`src/fuse_rb_pkg.sv`:
```
package fuse_rb_pkg;
  localparam int unsigned CLK_HZ = 40000000;
  // Address values on the Z pointer that select a configuration byte.
  localparam logic [15:0] Z_FUSE_LOW = 16'h0000;
  localparam logic [15:0] Z_LOCK = 16'h0001;
  localparam logic [15:0] Z_FUSE_EXT = 16'h0002;
  localparam logic [15:0] Z_FUSE_HIGH = 16'h0003;
  // Window lengths in CPU cycles after the enable bits are set.
  localparam logic [2:0] LOAD_WINDOW = 3'h3;
  localparam logic [2:0] STORE_WINDOW = 3'h4;
  // Flash write time, in microseconds, timed from the RC oscillator.
  localparam int unsigned WRITE_MIN_US = 3700;
  localparam int unsigned WRITE_MAX_US = 4500;
  localparam int unsigned RC_HZ = 8000000;
  // Both tick counts are plain products; the least time adds no round-up term.
  localparam int unsigned WRITE_MIN_TICKS = (WRITE_MIN_US * (RC_HZ / 1000000) + 0) ;
  localparam int unsigned WRITE_MAX_TICKS = WRITE_MAX_US * (RC_HZ / 1000000);
  localparam int unsigned WRITE_TICKS = WRITE_MIN_TICKS + 1;
  localparam logic [7:0] BYTE_RESET = 8'hff;
  localparam logic [15:0] TICK_RESET = 16'h0000;
  typedef enum logic [1:0] {OP_NONE, OP_ERASE, OP_WRITE, OP_LOCK} flash_op_t;
endpackage

```
`src/flash_write_timer.sv`:
```
`timescale 1ns/10ps
`default_nettype none
// Counts oscillator ticks for one flash write; ignores reset while busy.
module flash_write_timer #(
  parameter int unsigned TICKS = fuse_rb_pkg::WRITE_TICKS
) (
  input wire logic i_clk,
  input wire logic i_nrst,
  input wire logic i_rc_tick,
  input wire logic i_start,
  output logic o_busy
);
  import fuse_rb_pkg::*;
  // Power-up value: reset cannot clear a timer that is still busy, so the
  // first reset would otherwise meet an unknown busy bit and never leave it.
  logic busy = 1'b0;
  logic next_busy;
  logic [15:0] count = 16'h0000;
  logic [15:0] next_count;

  // Reset only clears an idle timer, so a write in flight always finishes.
  always_comb begin
    next_busy = busy;
    next_count = count;
    if (!busy) begin
      if (i_start && i_nrst) begin
        next_busy = 1'b1;
        next_count = TICK_RESET;
      end
    end else if (i_rc_tick) begin
      if (count == 16'(TICKS - 1)) begin
        next_busy = 1'b0;
      end else begin
        next_count = count + 16'h0001;
      end
    end
  end

  always_ff @(posedge i_clk) begin
    if (!i_nrst && !busy) begin
      busy <= 1'b0;
      count <= TICK_RESET;
    end else begin
      busy <= next_busy;
      count <= next_count;
    end
  end

  assign o_busy = busy;

  chk_busy_holds_reset: assert property (@(posedge i_clk)
    busy && !i_rc_tick |=> busy) else $error("write ended without a tick");
  cov_write_run: cover property (@(posedge i_clk) $fell(busy));
endmodule
`default_nettype wire

```
`src/fuse_lock_readback.sv`:
```
`timescale 1ns/10ps
`default_nettype none
module fuse_lock_readback (
  input wire logic i_clk,
  input wire logic i_nrst,
  input wire logic i_rc_tick,
  input wire logic i_sleep_power_down,
  input wire logic i_eeprom_program_enable_flag,
  input wire logic i_ctrl_write,
  input wire logic i_lock_bit_access_select,
  input wire logic i_self_program_enable,
  input wire logic i_page_erase_cmd,
  input wire logic i_page_write_cmd,
  input wire logic i_concurrent_read_reenable_cmd,
  input wire logic i_store_instr,
  input wire logic i_load_instr,
  input wire logic [15:0] i_z,
  input wire logic [7:0] i_flash_byte,
  input wire logic [15:0] i_fetch_addr,
  input wire logic [15:0] i_boot_start,
  input wire logic [7:0] i_fuse_low_cells,
  input wire logic [7:0] i_fuse_high_cells,
  input wire logic [7:0] i_extended_fuse_cells,
  input wire logic [7:0] i_lock_cells,
  output logic [7:0] o_destination_register,
  output logic o_load_done,
  output logic o_lock_bit_access_select,
  output logic o_self_program_enable,
  output logic o_concurrent_read_busy_flag,
  output logic o_write_busy,
  output logic o_fetch_blocked
);
  import fuse_rb_pkg::*;

  logic sel;
  logic spe;
  logic [2:0] age;
  logic [7:0] dest;
  logic done;
  logic rww_busy;
  logic blocked;
  logic next_sel;
  logic next_spe;
  logic [2:0] next_age;
  logic [7:0] next_dest;
  logic next_done;
  logic next_rww_busy;
  logic next_blocked;
  logic write_start;
  logic write_busy;
  logic ctrl_ok;
  logic readback_armed;

  // Cells store a programmed bit as a cleared cell, so no inversion is needed.
  function automatic logic [7:0] config_byte(input logic [15:0] z);
    unique case (z)
      Z_FUSE_LOW: config_byte = i_fuse_low_cells;
      Z_LOCK: config_byte = i_lock_cells;
      Z_FUSE_EXT: config_byte = i_extended_fuse_cells;
      Z_FUSE_HIGH: config_byte = i_fuse_high_cells;
      default: config_byte = BYTE_RESET;
    endcase
  endfunction

  // Writes are refused asleep and during EEPROM writes.
  assign ctrl_ok = i_ctrl_write && !i_sleep_power_down && !i_eeprom_program_enable_flag;
  assign readback_armed = sel && spe && (age < LOAD_WINDOW) && !i_eeprom_program_enable_flag;
  assign write_start = spe && !sel && (age < STORE_WINDOW) && i_store_instr
    && (i_page_erase_cmd || i_page_write_cmd) && !write_busy;

  // Enable bits, window age, readback data and section busy state.
  always_comb begin
    next_sel = sel;
    next_spe = spe;
    next_age = age;
    next_dest = dest;
    next_done = 1'b0;
    next_rww_busy = rww_busy;
    next_blocked = write_busy;
    if (sel || spe) begin
      next_age = (age == 3'h7) ? age : age + 3'h1;
    end
    if (readback_armed && i_load_instr) begin
      next_dest = config_byte(i_z);
      next_done = 1'b1;
      next_sel = 1'b0;
      next_spe = 1'b0;
    end else if (i_load_instr) begin
      next_dest = i_flash_byte;
      next_done = 1'b1;
    end
    // Timeouts only drop the enables; cells are never touched.
    if (sel && spe && age >= LOAD_WINDOW - 3'h1) begin
      next_sel = 1'b0;
      next_spe = 1'b0;
    end
    if (spe && !sel && (age >= STORE_WINDOW - 3'h1 || i_store_instr)) begin
      next_spe = 1'b0;
    end
    if (write_start) begin
      next_rww_busy = 1'b1;
    end
    if (!write_busy && spe && i_store_instr && i_concurrent_read_reenable_cmd) begin
      next_rww_busy = 1'b0;
    end
    if (ctrl_ok) begin
      next_sel = i_lock_bit_access_select;
      next_spe = i_self_program_enable;
      next_age = 3'h0;
    end
  end

  always_ff @(posedge i_clk) begin
    if (!i_nrst) begin
      sel <= 1'b0;
      spe <= 1'b0;
      age <= 3'h0;
      dest <= 8'h00;
      done <= 1'b0;
      // A write survives reset, so its busy indications must survive too.
      rww_busy <= write_busy;
      blocked <= write_busy;
    end else begin
      sel <= next_sel;
      spe <= next_spe;
      age <= next_age;
      dest <= next_dest;
      done <= next_done;
      rww_busy <= next_rww_busy;
      blocked <= next_blocked;
    end
  end

  flash_write_timer u_timer (
    .i_clk(i_clk),
    .i_nrst(i_nrst),
    .i_rc_tick(i_rc_tick),
    .i_start(write_start),
    .o_busy(write_busy)
  );

  // Fetch blocking compares against the boot start; registered for timing.
  logic fetch_blk;
  logic next_fetch_blk;
  always_comb begin
    next_fetch_blk = write_busy && (i_fetch_addr < i_boot_start);
  end
  always_ff @(posedge i_clk) begin
    if (!i_nrst) begin
      fetch_blk <= 1'b0;
    end else begin
      fetch_blk <= next_fetch_blk;
    end
  end

  assign o_destination_register = dest;
  assign o_load_done = done;
  assign o_lock_bit_access_select = sel;
  assign o_self_program_enable = spe;
  assign o_concurrent_read_busy_flag = rww_busy;
  assign o_write_busy = blocked;
  assign o_fetch_blocked = fetch_blk;

  chk_enables_expire: assert property (@(posedge i_clk) disable iff (!i_nrst)
    $rose(sel && spe) && !i_ctrl_write [*1] ##1 !i_ctrl_write [*3] |-> !(sel && spe))
    else $error("enables outlived load window");
  chk_readback_low: assert property (@(posedge i_clk) disable iff (!i_nrst)
    readback_armed && i_load_instr && i_z == Z_FUSE_LOW |=> dest == $past(i_fuse_low_cells))
    else $error("fuse low byte wrong");
  chk_readback_high: assert property (@(posedge i_clk) disable iff (!i_nrst)
    readback_armed && i_load_instr && i_z == Z_FUSE_HIGH |=> dest == $past(i_fuse_high_cells))
    else $error("fuse high byte wrong");
  chk_readback_ext: assert property (@(posedge i_clk) disable iff (!i_nrst)
    readback_armed && i_load_instr && i_z == Z_FUSE_EXT |=> dest == $past(i_extended_fuse_cells))
    else $error("extended fuse byte wrong");
  chk_plain_load: assert property (@(posedge i_clk) disable iff (!i_nrst)
    !sel && !spe && i_load_instr |=> dest == $past(i_flash_byte) && done)
    else $error("plain load substituted");
  chk_clear_after_read: assert property (@(posedge i_clk) disable iff (!i_nrst)
    readback_armed && i_load_instr && !ctrl_ok |=> !sel && !spe)
    else $error("enables stayed after readback");
  chk_sleep_no_write: assert property (@(posedge i_clk) disable iff (!i_nrst)
    i_sleep_power_down && !sel && !spe |=> !sel && !spe)
    else $error("control written in sleep");
  chk_eeprom_blocks: assert property (@(posedge i_clk) disable iff (!i_nrst)
    i_eeprom_program_enable_flag && i_load_instr |=> dest == $past(i_flash_byte))
    else $error("readback during eeprom write");
  chk_busy_flag: assert property (@(posedge i_clk) disable iff (!i_nrst)
    write_busy |-> ##1 rww_busy) else $error("busy flag low during write");
  chk_fetch_block: assert property (@(posedge i_clk) disable iff (!i_nrst)
    write_busy && i_fetch_addr < i_boot_start |=> fetch_blk)
    else $error("fetch not blocked");


  // Readback of the remaining address and of an unknown address in the window.
  chk_readback_lock: assert property (@(posedge i_clk) disable iff (!i_nrst)
    readback_armed && i_load_instr && i_z == Z_LOCK |=> dest == $past(i_lock_cells))
    else $error("lock byte wrong");

  chk_readback_other: assert property (@(posedge i_clk) disable iff (!i_nrst)
    readback_armed && i_load_instr && i_z > Z_FUSE_HIGH |=> dest == BYTE_RESET)
    else $error("unknown address not all ones");

  chk_plain_outside: assert property (@(posedge i_clk) disable iff (!i_nrst)
    !readback_armed && i_load_instr |=> dest == $past(i_flash_byte))
    else $error("flash byte replaced outside window");

  // Load handshake: the done pulse follows every load and nothing else.
  chk_done_pulse: assert property (@(posedge i_clk) disable iff (!i_nrst)
    i_load_instr |=> done)
    else $error("load without done");

  chk_done_only_load: assert property (@(posedge i_clk) disable iff (!i_nrst)
    !i_load_instr |=> !done)
    else $error("done without load");

  chk_dest_holds: assert property (@(posedge i_clk) disable iff (!i_nrst)
    !i_load_instr |=> dest == $past(dest))
    else $error("destination changed without load");

  // Control register writes and their refusal.
  chk_ctrl_takes: assert property (@(posedge i_clk) disable iff (!i_nrst)
    ctrl_ok |=> sel == $past(i_lock_bit_access_select) && age == 3'h0)
    else $error("control write not taken");

  chk_ctrl_takes_spe: assert property (@(posedge i_clk) disable iff (!i_nrst)
    ctrl_ok |=> spe == $past(i_self_program_enable))
    else $error("enable bit not taken");

  chk_eeprom_refused: assert property (@(posedge i_clk) disable iff (!i_nrst)
    i_eeprom_program_enable_flag && !sel && !spe |=> !sel && !spe)
    else $error("control written during eeprom write");

  chk_no_stray_sel: assert property (@(posedge i_clk) disable iff (!i_nrst)
    !ctrl_ok && !sel |=> !sel)
    else $error("select set without a write");

  chk_no_stray_spe: assert property (@(posedge i_clk) disable iff (!i_nrst)
    !ctrl_ok && !spe |=> !spe)
    else $error("enable set without a write");

  // Window expiry of both enable forms; a new write restarts the window.
  chk_pair_window: assert property (@(posedge i_clk) disable iff (!i_nrst)
    sel && spe && age >= 3'h2 && !ctrl_ok |=> !sel && !spe)
    else $error("enables outlived three cycles");

  chk_spe_window: assert property (@(posedge i_clk) disable iff (!i_nrst)
    spe && !sel && age >= 3'h3 && !ctrl_ok |=> !spe)
    else $error("enable outlived four cycles");

  chk_spe_store_clear: assert property (@(posedge i_clk) disable iff (!i_nrst)
    spe && !sel && i_store_instr && !ctrl_ok |=> !spe)
    else $error("enable stayed after store");

  chk_age_saturates: assert property (@(posedge i_clk) disable iff (!i_nrst)
    age == 3'h7 && !ctrl_ok |=> age == 3'h7)
    else $error("window age wrapped");

  // Write timing, busy indications and fetch blocking.
  chk_write_starts: assert property (@(posedge i_clk) disable iff (!i_nrst)
    write_start |=> write_busy)
    else $error("write did not start");

  chk_busy_out: assert property (@(posedge i_clk) disable iff (!i_nrst)
    1'b1 |=> blocked == $past(write_busy))
    else $error("busy output lost the timer");

  chk_rww_set: assert property (@(posedge i_clk) disable iff (!i_nrst)
    write_start |=> rww_busy)
    else $error("busy flag not set by write");

  chk_rww_hold: assert property (@(posedge i_clk) disable iff (!i_nrst)
    rww_busy && write_busy |=> rww_busy)
    else $error("busy flag cleared during write");

  chk_fetch_free: assert property (@(posedge i_clk) disable iff (!i_nrst)
    !write_busy |=> !fetch_blk)
    else $error("fetch blocked while idle");

  chk_fetch_boot: assert property (@(posedge i_clk) disable iff (!i_nrst)
    i_fetch_addr >= i_boot_start |=> !fetch_blk)
    else $error("boot fetch blocked");

  // Sleep refuses a control write even when the select bit is requested.
  chk_sleep_refused: assert property (@(posedge i_clk) disable iff (!i_nrst)
    i_ctrl_write && i_sleep_power_down && !sel |=> !sel)
    else $error("select written in sleep");

  // Main scenarios that the bench is expected to reach.
  cov_fuse_read: cover property (@(posedge i_clk) readback_armed && i_load_instr);
  cov_timeout: cover property (@(posedge i_clk) $fell(sel) && !done);
  cov_write: cover property (@(posedge i_clk) write_start);
endmodule
`default_nettype wire

```
`config.mk`:
```
export PLATFORM = sky130hd
export DESIGN_NAME = fuse_lock_readback
export DESIGN_NICKNAME = d
export VERILOG_FILES = /design/src/fuse_rb_pkg.sv /design/src/flash_write_timer.sv /design/src/fuse_lock_readback.sv
export SDC_FILE = /design/constraint.sdc
export NUM_CORES = 1
export LEC_CHECK = 0
export BUFFER_PORTS_ARGS = -buffer_cell sky130_fd_sc_hd__clkbuf_2
export CORE_ASPECT_RATIO = 1.75
export CORE_MARGIN = 3
export CORE_UTILIZATION = 50
export DETAILED_ROUTE_END_ITERATION = 8
export GPL_ROUTABILITY_DRIVEN = 0
export PLACE_DENSITY = 0.86
export SETUP_SLACK_MARGIN = 0.02
export SLEW_MARGIN = 20
export SYNTH_ARGS = -nofsm -noshare
export SYNTH_HDL_FRONTEND = slang
export SYNTH_SLANG_ARGS = --single-unit
```
`constraint.sdc`:
```
create_clock -name i_clk -period 3.7 [get_ports i_clk]
set_input_delay 0.185 -clock i_clk [delete_from_list [all_inputs] [get_ports i_clk]]
set_output_delay 0.185 -clock i_clk [all_outputs]
set_load 0.01 [all_outputs]
```
**After elaboration in Yosys (flattened, before gate mapping)**

Index checks and enable logic that the tools add are counted.
W data, S select, Z words.

- Input bits: 101
- Output and inout bits: 14
- Logic and storage cells: 83
- Register bits: 34

- Reductions and logical operators: 35
- Add/sub/neg operators: 2
- Multiplexer cells: 21
- Bitwise logic cells: 2
- $lt $le $gt $ge: 5
- Equality and inequality tests: 8

Operators by type and width:

| operator | number |
|---|---|
| $mux W16 | 4 |
| $eq A16 B2 Y1 const B | 2 |
| $pmux W8 S4 | 1 |
| $logic_and A1 B1 Y1 | 19 |
| $add A16 B1 Y16 const B | 1 |
| $eq A16 B1 Y1 const B | 1 |
| $eq A16 B15 Y1 const B | 1 |
| $logic_not A16 Y1 | 1 |
| $lt A16 B16 Y1 | 1 |
| $mux W8 | 2 |
| $mux W1 | 14 |
| $ge A3 B2 Y1 const B | 2 |
| $logic_not A1 Y1 | 5 |
| $ne A2 B2 Y1 const B | 2 |
| $reduce_bool A2 Y1 | 2 |
| $reduce_bool A4 Y1 | 1 |
| $add A3 B1 Y3 const B | 1 |
| $eq A3 B3 Y1 const B | 1 |
| $logic_or A1 B1 Y1 | 3 |
| $lt A3 B2 Y1 const B | 1 |
| $lt A3 B3 Y1 const B | 1 |
| $ne A3 B1 Y1 const B | 1 |
| $reduce_and A3 Y1 | 1 |
| $reduce_bool A3 Y1 | 1 |
| other kinds (3) | 4 |

**Longest topological paths before layout**

Gate-level depths: netlist of run 1.

- Depth after elaboration: 9
- Depth in mapped cells: 6
- Gate-level depth less buffers: 6

**Modules after synthesis**

From an unflattened synthesis of run 1, not the netlist that was laid out.

- Cell total of the unflattened synthesis: 280
- Area, all modules: 2406.1 µm²

By module, submodules not included:

| module | sequential area each (µm²) | instances | cells an instance | area each (µm²) |
|---|---|---|---|---|
| fuse_lock_readback | 350.3 | 1 | 161 | 1395.1 |
| flash_write_timer | 340.3 | 1 | 119 | 1011.0 |

**Least setup slack after synthesis of run 1**

No wires, ideal clock.

- Kind: reg2reg
- Start: register spe, in the netlist o_self_program_enable
- End: register u_timer.count[1]
- Slack: 2.147 ns
- Required time: 3.579 ns
- Setup time: 0.121 ns
- Path buffers: 1
- Period minus slack after synthesis: 1.553 ns
- Cell stages (with the launch flop): 6
- Data arrival time: 1.432 ns
- Cells stage by stage: dfxtp_1 > nor3b_1 > a31o_2 > clkbuf_1 > nor2_1 > mux2_4

- Word-level cells in the longest chain between the ends: 8

RTL lines:

| item | line | source |
|---|---|---|
| from (decl) | fuse_lock_readback.sv:36 | `logic spe;` |
| from (signal assigned) | fuse_lock_readback.sv:125 | `spe <= next_spe;` |
| $logic_and A1 B1 Y1 (3 in a row) | fuse_lock_readback.sv:68 | `assign write_start = spe && !sel && (age < STORE_WINDOW) && i_store_instr` |
| $logic_and A1 B1 Y1 (2 in a row) | fuse_lock_readback.sv:69 | `&& (i_page_erase_cmd \|\| i_page_write_cmd) && !write_busy;` |
| $logic_and A1 B1 Y1 | flash_write_timer.sv:26 | `if (i_start && i_nrst) begin` |
| $reduce_bool A2 Y1 (no source line) | -- |  |
| $reduce_and A3 Y1 (no source line) | -- |  |
| to (signal assigned) | flash_write_timer.sv:45 | `count <= next_count;` |
| to (decl) | flash_write_timer.sv:18 | `logic [15:0] count = 16'h0000;` |

Every way passes these cells.
A chain may end at the register's enable or synchronous reset.

**Worst setup path in the final report of run 1**

- Start: register spe, in the netlist o_self_program_enable
- End: register dest[0], in the netlist o_destination_register[0]

- Word-level cells in the longest chain between the ends: 5
- Elaborated cells on any way between the ends: 6
- Those cells by class: 1 x mux; 5 x reduce/logical

RTL lines:

| item | line | source |
|---|---|---|
| $logic_and A1 B1 Y1 * (3 in a row) | fuse_lock_readback.sv:67 | `assign readback_armed = sel && spe && (age < LOAD_WINDOW) && !i_eeprom_program_enable_flag;` |
| $logic_and A1 B1 Y1 * | fuse_lock_readback.sv:83 | `if (readback_armed && i_load_instr) begin` |
| $mux W8 / $reduce_bool A2 Y1 (equally long branches) | -- |  |
| to (signal assigned) | fuse_lock_readback.sv:127 | `dest <= next_dest;` |
| to (decl) | fuse_lock_readback.sv:38 | `logic [7:0] dest;` |

Every way passes the cells marked *; elsewhere a longest branch is shown, timed or not.

==> results.py, run 1 <==
metrics = {
    "sta": {
        "finalSetupViolCount": 0,
        "timing.final.crit_share": 0.525,
        "worst_clock_skew_ps": 4.10,
        "slew_headroom": 0.367,
        "worst_pin_slew_ps": 946,
        "fin_crit_ps": 1940,
        "finalWorstSetupSlack_ps": 1760,
        "max_clock_freq_mhz": 515,
        "final_hold_viol_count": 0,
        "fin_tns_setup_ps": 0,
        "holdWs_ps": 124,
        "rsz0062_at_grt": "false",
        "slew_violations": 0,
    },
    "place": {
        "io_buffers": 114,
        "placed_cell_area_mm2": 0.00295,
        "post-place-ws_ps": 1680,
        "hpwl_um": 5670,
    },
    "drt": {
        "top_layer": "met4",
        "wl_met1_um": 2190,
        "wirelength_um": 6670,
        "drt_iter0_markers": 53,
        "vias_per_cell": 5.98,
        "dr_wl_met2_um": 3750,
        "drtPass1Iterations": 4,
        "ant_nets": 0,
        "post_drt_wl_per_cell_um": 15.8,
        "dr_wl_met3_um": 432,
        "drcViolationCount": 0,
        "vias": 2530,
    },
    "global_route": {
        "grt_max_degree": 25,
        "grt_pass1_vias": 2681,
        "grt_use_total": 0.245,
        "antenna_found_initial": 0,
        "overflow": 0,
        "grt_pass1_wl_um": 11000,
    },
    "setup_path": {
        "path_cells": "nor4bb_1 -> nand3_1 -> nor2_1 -> a221oi_1",
        "start_kind": "register",
        "cpMaxStageDelayCell": "nor2_1",
        "critical_path_class": "reg2reg",
        "path_max_fanout": 11,
        "cp.arrival_ps": 2080,
        "critPathRequiredTime_ps": 3840,
        "end_kind": "register",
        "critPathMaxStageDelay_ps": 500,
    },
    "pwr": {
        "ir_drop_uv": 325,
        "p_per_area_mw_per_mm2": 342,
        "p_leak_nw": 1.46,
    },
    "synth": {
        "yosys-top-cells-area": "dfxtp_1 28%, ha_1 11%, mux4_2 7.6%",
        "yosysWarningCount": 0,
        "synthDistinctLibCells": 52,
        "synth_common_cells": "33 x dfxtp_1, 24 x a21oi_1, 21 x inv_1",
        "syn_nets": 381,
        "yosysMostFrequentCell": "dfxtp_1",
        "synth_area_leader_cell": "dfxtp_1",
        "synth_edf_count": 1,
        "ys_ff_latch": 34,
        "synthFlopType": "dfxtp_1",
        "avgSynthCellArea_um2": 9.09,
        "synth.top_cell.area_share": 0.280,
        "async_flop_share": 0,
        "syn_inst": 260,
        "netlist_area_mm2": 0.00236,
        "ys_seq_area_frac": 0.292,
    },
    "finish": {
        "drive_gt1_frac": 0.374,
        "nets": 492,
        "area_delta_synth_final_pct": 28.7,
        "design_area_mm2": 0.00304,
        "diodes": 0,
    },
    "clock_tree": {
        "hold_buffers": 0,
        "numCtsBuffers": 5,
        "clkLatencyLatePin_ps": 290,
        "cts_num_sinks": 34,
        "postCtsSetupRepairBufs": 0,
        "cts_buffer_depth": 2,
        "cts.clk_slew.worst_paths_ps": 70,
        "cts_resized": 0,
        "cts_root_buf": "clkbuf_8",
        "htree_levels": 2,
        "cts_tree": "done",
    },
    "floorplanning": {
        "die_area_mm2": 0.00562,
        "io_pins": 115,
        "rows": 32,
        "coreArea_mm2": 0.00448,
        "fp.dieH_um": 96.9,
        "die_w_um": 58.0,
        "start_util": 0.527,
    },
    "worst_hold_path": {
        "hp-class": "in2reg",
    },
    "run_status": {
        "status": "complete, no violations",
    },
    "run": {
        "drv_cap": 0,
    },
}
==> layout make-up <==
| class | count | area (um^2) |
|---|---|---|
| Clock buffer | 7 | 86.3 |
| Tap cell | 51 | 63.8 |
| Multi-Input combinational cell | 194 | 1540 |
| Fill cell | 366 | 1450 |
| Timing Repair Buffer | 114 | 571 |
| Clock inverter | 1 | 5.00 |
| Sequential cell | 34 | 691 |
| Inverter | 22 | 82.6 |
==> path summary, 6_finish.rpt <==
kind                                       startpoint                   endpoint  slack [ps]  cells after the start
worst max-delay path            o_self_program_enable  o_destination_register[0]        1760                      4
worst min-delay path            i_self_program_enable      o_self_program_enable         120                      3
worst max register to register  o_self_program_enable  o_destination_register[0]        1760                      4
worst min register to register         u_timer.o_busy               o_write_busy         430                      0
==> placed cells by master, fill, tap and decap left out, types with 8 or more instances in the layout <==
cell type,count
clkbuf_2,114
ha_1,20
o21ai_0,13
a21oi_1,24
nor2_1,14
a221oi_1,8
nand2_1,13
mux4_2,8
mux2i_1,12
inv_1,21
nand4_1,11
dfxtp_1,33
==> where the power goes <==
group / total, W / leakage, nW / switching, W / internal (W)
Clock: 0.000286 / 0.0482 / 0.000136 / 0.000150
Combinational: 0.000279 / 1.13 / 0.000134 / 0.000145
Sequential: 0.000475 / 0.280 / 0.0000637 / 0.000411
==> per-layer routing <==
layer	global-route usage	up-vias
met5	0	-
met4	0.118	0
met3	0.0587	32
met2	0.470	121
met1	0.225	1156
li1	-	1221
==> kinds of logic (layout without fill, tap and decap cells) <==
| family | after synthesis | count (layout) | share of synthesized area |
|---|---|---|---|
| AO/OA/AOI/OAI | 68 | 68 | 0.188 |
| XOR/XNOR | 1 | 1 | 0.00371 |
| adder cells (fa/ha/maj) | 20 | 20 | 0.106 |
| buffers and inverters | 32 | 144 | 0.0556 |
| flip-flops | 34 | 34 | 0.292 |
| multiplexers | 21 | 21 | 0.133 |
| AND/OR/NAND/NOR | 84 | 84 | 0.221 |
==> sequential cells by signal (all words and copies together) (netlist names) <==
signal	flops
o_write_busy	1
u_timer.o_busy	1
o_self_program_enable	1
o_concurrent_read_busy_flag	1
o_load_done	1
o_destination_register	8
o_lock_bit_access_select	1
o_fetch_blocked	1
age	3
u_timer.count	16
==> through the flow <==
stage | cells | util | total power, W
floorplan | 260 | - | 0.000648
global placement | 415 | 0.657 | 0.000744
detailed placement | 415 | 0.657 | 0.000762
CTS | 423 | 0.678 | 0.00105
global route | 423 | 0.678 | 0.00110
finish | 423 | 0.678 | 0.00104
==> worst max-delay path: cells and delay by family (launching register included) <==
kind / cells / cell delay, ps
simple gates: 3 / 1140
flops: 1 / 470
compound gates: 1 / 190
Note: power is estimated with default switching activity, not from simulation.
==> run 2, diff against run 1 <==
- CORE_UTILIZATION: 50 -> 47
- PLACE_DENSITY: 0.86 -> 0.81
- clock period: 3.7 -> 2 ns (I/O delays scaled with it)
==> results.py, run 2 (synthesis results as in run 1) <==
metrics = {
    "run_status": {
        "status": "complete, no violations",
    },
    "floorplanning": {
        "coreArea_mm2": 0.00479,
        "start_util": 0.493,
        "rows": 33,
        "die_area_mm2": 0.00595,
        "die_w_um": 59.6,
        "fp.dieH_um": 99.8,
        "io_pins": 115,
    },
    "clock_tree": {
        "numCtsBuffers": 5,
        "cts.clk_slew.worst_paths_ps": 70,
        "cts_tree": "done",
        "cts_resized": 0,
        "cts_root_buf": "clkbuf_8",
        "cts_num_sinks": 34,
        "hold_buffers": 0,
        "clkLatencyLatePin_ps": 280,
        "postCtsSetupRepairBufs": 0,
        "cts_buffer_depth": 2,
        "htree_levels": 2,
    },
    "finish": {
        "design_area_mm2": 0.00308,
        "nets": 498,
        "regMostFlops": "u_timer.count",
        "layout_common_cells": "114 x clkbuf_2, 33 x dfxtp_1, 24 x a21oi_1",
        "final_common_cell": "clkbuf_2",
        "drive_gt1_frac": 0.382,
        "area_delta_synth_final_pct": 30.4,
        "largest_register_ffs": 16,
        "diodes": 0,
    },
    "drt": {
        "ant_nets": 0,
        "drtPass1Iterations": 4,
        "drcViolationCount": 0,
        "post_drt_wl_per_cell_um": 15.0,
        "vias_per_cell": 5.82,
        "vias": 2495,
        "drt_iter0_markers": 88,
        "wirelength_um": 6460,
    },
    "sta": {
        "timing.final.crit_share": 0.856,
        "slew_violations": 0,
        "final_hold_viol_count": 0,
        "slew_headroom": 0.632,
        "worst_pin_slew_ps": 550,
        "max_clock_freq_mhz": 584,
        "fin_crit_ps": 1710,
        "fin_tns_setup_ps": 0,
        "rsz0062_at_grt": "false",
        "finalSetupViolCount": 0,
        "worst_clock_skew_ps": 7.19,
    },
    "place": {
        "hpwl_um": 5460,
        "placed_cell_area_mm2": 0.00299,
        "io_buffers": 114,
    },
    "pwr": {
        "p_seq_frac": 0.451,
        "p_switching_w": 0.000599,
        "p_leak_nw": 1.48,
        "power_frac_comb": 0.284,
        "p_int_w": 0.00131,
        "ir_drop_uv": 535,
        "p_per_area_mw_per_mm2": 621,
        "clkPwrFrac": 0.265,
        "p_sw_frac": 0.313,
    },
    "setup_path": {
        "cp_top_family": "simple AND/OR/NAND/NOR gates",
        "path_max_fanout": 24,
        "critPathRequiredTime_ps": 2220,
        "critPathMaxStageDelay_ps": 510,
        "cp.arrival_ps": 1930,
        "end_kind": "register",
        "path_cells": "nor2b_1 -> a31oi_2 -> buf_4 -> or4_1 -> a21oi_1",
        "crit_buf_inv": 1,
        "critical_path_class": "reg2reg",
        "start_kind": "register",
        "cpMaxStageDelayCell": "or4_1",
    },
    "global_route": {
        "grt_pass1_vias": 2467,
        "overflow": 0,
        "grt_use_total": 0.229,
        "grt_pass1_wl_um": 10700,
        "grt_max_degree": 25,
        "antenna_found_initial": 0,
    },
    "run": {
        "drv_cap": 0,
    },
    "worst_hold_path": {
        "hp-class": "in2reg",
    },
}
[run 2: cell count changes in the layout (fill, tap and decap cells not counted)]
cell,before,now
buf_4,0,6
clkinv_2,1,0
[run 2: worst paths after layout]
path         cells after the start  slack (ps)                      from               endpoint
max reg2reg                      5         290  o_lock_bit_access_select      u_timer.count[12]
min                              3          50     i_self_program_enable  o_self_program_enable
max                              5         290  o_lock_bit_access_select      u_timer.count[12]
min reg2reg                      0         430            u_timer.o_busy           o_write_busy
[run 2: metal layers]
| metal | vias up | part of all wire | global-route usage |
|---|---|---|---|
| met4 | 0 | 0.021 | 0.0751 |
| li1 | 1231 | - | - |
| met2 | 119 | 0.56 | 0.437 |
| met1 | 1132 | 0.34 | 0.227 |
| met3 | 13 | 0.078 | 0.0592 |
| met5 | - | 0 | 0 |
[run 2: worst reg2reg max path: cells and delay by family (launching register included)]
kind                   cells  cell delay (ps)
buffers and inverters      1              220
AOI/OAI and AO/OA          2              270
DFF                        1              370
and+or+nand+nor            2              790
[run 2: per-stage QoR]
| step | setup slack (ps) | power [W] | hold slack (ps) | std cells | utilization |
|---|---|---|---|---|---|
| 3_3_place_gp | 375 | 0.00139 | 340 | 422 | 0.625 |
| 3_5_place_dp | 317 | 0.00142 | 337 | 422 | 0.625 |
| 5_1_grt | 145 | 0.00204 | 44.0 | 429 | 0.643 |
| 4_1_cts | 273 | 0.00193 | 37.0 | 429 | 0.643 |
| 2_1_floorplan | 447 | 0.00120 | 236 | 260 | - |
| 6_report | 289 | 0.00191 | 46.5 | 429 | 0.643 |
[run 2: power by group through the flow]
| stage | Clock [W] | Combinational (W) | Sequential (W) |
|---|---|---|---|
| after global routing | 0.000552 | 0.000612 | 0.000873 |
| after floorplan | 0 | 0.000351 | 0.000848 |
| final | 0.000507 | 0.000544 | 0.000863 |
| after CTS | 0.000521 | 0.000548 | 0.000858 |
| after global placement | 0 | 0.000527 | 0.000864 |
| after detailed placement | 0 | 0.000547 | 0.000873 |
[run 2: layout make-up]
type	count	area, um^2
Fill cell	410	1710
Clock buffer	7	86.3
Tap cell	52	65.1
Multi-Input combinational cell	194	1540
Inverter	22	82.6
Sequential cell	34	691
Timing Repair Buffer	120	616
==> run 3, diff against run 2 <==
- CELL_PAD_IN_SITES_DETAIL_PLACEMENT: default -> 1
- CELL_PAD_IN_SITES_GLOBAL_PLACEMENT: default -> 1
- CORE_UTILIZATION: 47 -> 33
- PLACE_DENSITY: 0.81 -> default
- PLACE_DENSITY_LB_ADDON: default -> 0.1
==> results.py, run 3 (synthesis results as in run 1) <==
metrics = {
    "drt": {
        "drt_iter0_markers": 85,
        "vias_per_cell": 5.40,
        "wirelength_um": 7400,
        "drcViolationCount": 0,
        "drtPass1Iterations": 4,
        "post_drt_wl_per_cell_um": 15.9,
        "ant_nets": 0,
        "vias": 2511,
    },
    "sta": {
        "finalSetupViolCount": 0,
        "fin_tns_setup_ps": 0,
        "rsz0062_at_grt": "false",
        "holdWs_ps": 62.4,
        "final_hold_viol_count": 0,
        "timing.final.crit_share": 0.883,
        "slew_violations": 0,
        "max_clock_freq_mhz": 566,
        "worst_pin_slew_ps": 480,
        "worst_clock_skew_ps": 3.67,
        "fin_crit_ps": 1770,
        "slew_headroom": 0.671,
    },
    "global_route": {
        "grt_max_degree": 25,
        "grt_pass1_vias": 2840,
        "overflow": 0,
        "antenna_found_initial": 0,
        "grt_use_total": 0.188,
        "grt_pass1_wl_um": 12700,
        "grt_util_met1": 0.172,
        "grt_util_met3": 0.0444,
        "gr-usage-met2": 0.389,
        "busiest_layer": "met2",
    },
    "clock_tree": {
        "postCtsSetupRepairBufs": 0,
        "cts.clk_slew.worst_paths_ps": 60,
        "cts_resized": 0,
        "clkLatencyLatePin_ps": 270,
        "cts_root_buf": "clkbuf_16",
        "numCtsBuffers": 5,
        "cts_num_sinks": 34,
        "hold_buffers": 0,
        "cts_tree": "done",
        "cts_buffer_depth": 2,
        "htree_levels": 2,
    },
    "worst_hold_path": {
        "hp-class": "in2reg",
    },
    "setup_path": {
        "critPathMaxStageDelay_ps": 450,
        "cp.arrival_ps": 1930,
        "rr_endpoint": "u_timer.count[1]",
        "cpMaxStageDelayCell": "or3_4",
        "reg2reg_slack_ps": 230,
        "critPathRequiredTime_ps": 2160,
        "crit_buf_inv": 0,
        "endpoint": "u_timer.count[1]",
        "cp-startpoint": "u_timer.count[2]",
        "r2r_start": "u_timer.count[2]",
        "critical_path_class": "reg2reg",
        "worst-path-stages": 4,
        "path_max_fanout": 12,
        "end_kind": "register",
        "start_kind": "register",
        "cp_top_family": "simple AND/OR/NAND/NOR gates",
        "rr_worst_depth": 4,
        "path_cells": "or3_4 -> nor4_4 -> nor2b_2 -> mux2_4",
    },
    "finish": {
        "largest_register_ffs": 16,
        "area_delta_synth_final_pct": 36.2,
        "regMostFlops": "u_timer.count",
        "final_common_cell": "clkbuf_2",
        "design_area_mm2": 0.00322,
        "drive_gt1_frac": 0.388,
        "diodes": 0,
        "layout_common_cells": "114 x clkbuf_2, 33 x dfxtp_1, 24 x a21oi_1",
        "nFillCells": 867,
        "nets": 501,
    },
    "pwr": {
        "p_per_area_mw_per_mm2": 677,
        "ir_drop_uv": 318,
        "p_leak_nw": 1.53,
        "p_total_w": 0.00218,
    },
    "floorplanning": {
        "fp.dieH_um": 118,
        "die_area_mm2": 0.00825,
        "rows": 40,
        "die_w_um": 70.0,
        "coreArea_mm2": 0.00691,
        "io_pins": 115,
        "start_util": 0.342,
    },
    "place": {
        "io_buffers": 114,
        "placed_cell_area_mm2": 0.00307,
        "hpwl_um": 6410,
    },
    "run_status": {
        "status": "complete, no violations",
    },
    "run": {
        "drv_cap": 0,
    },
}
[run 3: cell count changes in the layout (fill, tap and decap cells not counted), sizes merged]
cell	previous run	this run
buf	6	9
clkinv	1	2
[run 3: power breakdown]
part	leakage, nW	internal [W]	switching, W
registers	0.280	0.000761	0.000115
clock network	0.0739	0.000494	0.000281
logic	1.18	0.000275	0.000253
[run 3: layer usage]
layer,wire [um],part of all wire,vias up
li1,-,-,1237
met1,2440,0.33,1175
met2,4400,0.59,89
met3,438,0.059,10
met4,131,0.018,0
met5,0,0,-
[run 3: worst reg2reg max path, delay by kind of cell, from the launching register on]
family | cells | cell delay, ps
muxes | 1 | 310
DFF | 1 | 420
and+or+nand+nor | 3 | 920
[run 3: worst min path at each step]
| stage | from | endpoint | depth (start not counted) |
|---|---|---|---|
| after floorplan | i_self_program_enable | o_self_program_enable | 2 |
| after global placement | i_lock_bit_access_select | o_lock_bit_access_select | 3 |
| after detailed placement | i_lock_bit_access_select | o_lock_bit_access_select | 3 |
| after CTS | i_lock_bit_access_select | o_lock_bit_access_select | 3 |
| after global routing | i_lock_bit_access_select | o_lock_bit_access_select | 3 |
| final | i_lock_bit_access_select | o_lock_bit_access_select | 3 |
[run 3: per-stage QoR]
step,utilization,instances,setup WS (ps)
5_1_grt,0.466,465,131
6_report,0.466,465,235
3_5_place_dp,0.444,457,233
3_3_place_gp,0.444,457,290
2_1_floorplan,-,260,447
4_1_cts,0.466,465,225
[run 3: cell type report]
class / count / area [um^2] / share of cell area
multi-input combinational: 194 / 1540 / 0.479
sequential: 34 / 691 / 0.215
timing repair buffer: 123 / 651 / 0.202
clock buffer: 7 / 143 / 0.0443
tap: 84 / 105 / 0.0327
inverter: 22 / 82.6 / 0.0257
clock inverter: 1 / 5.00 / 0.00156
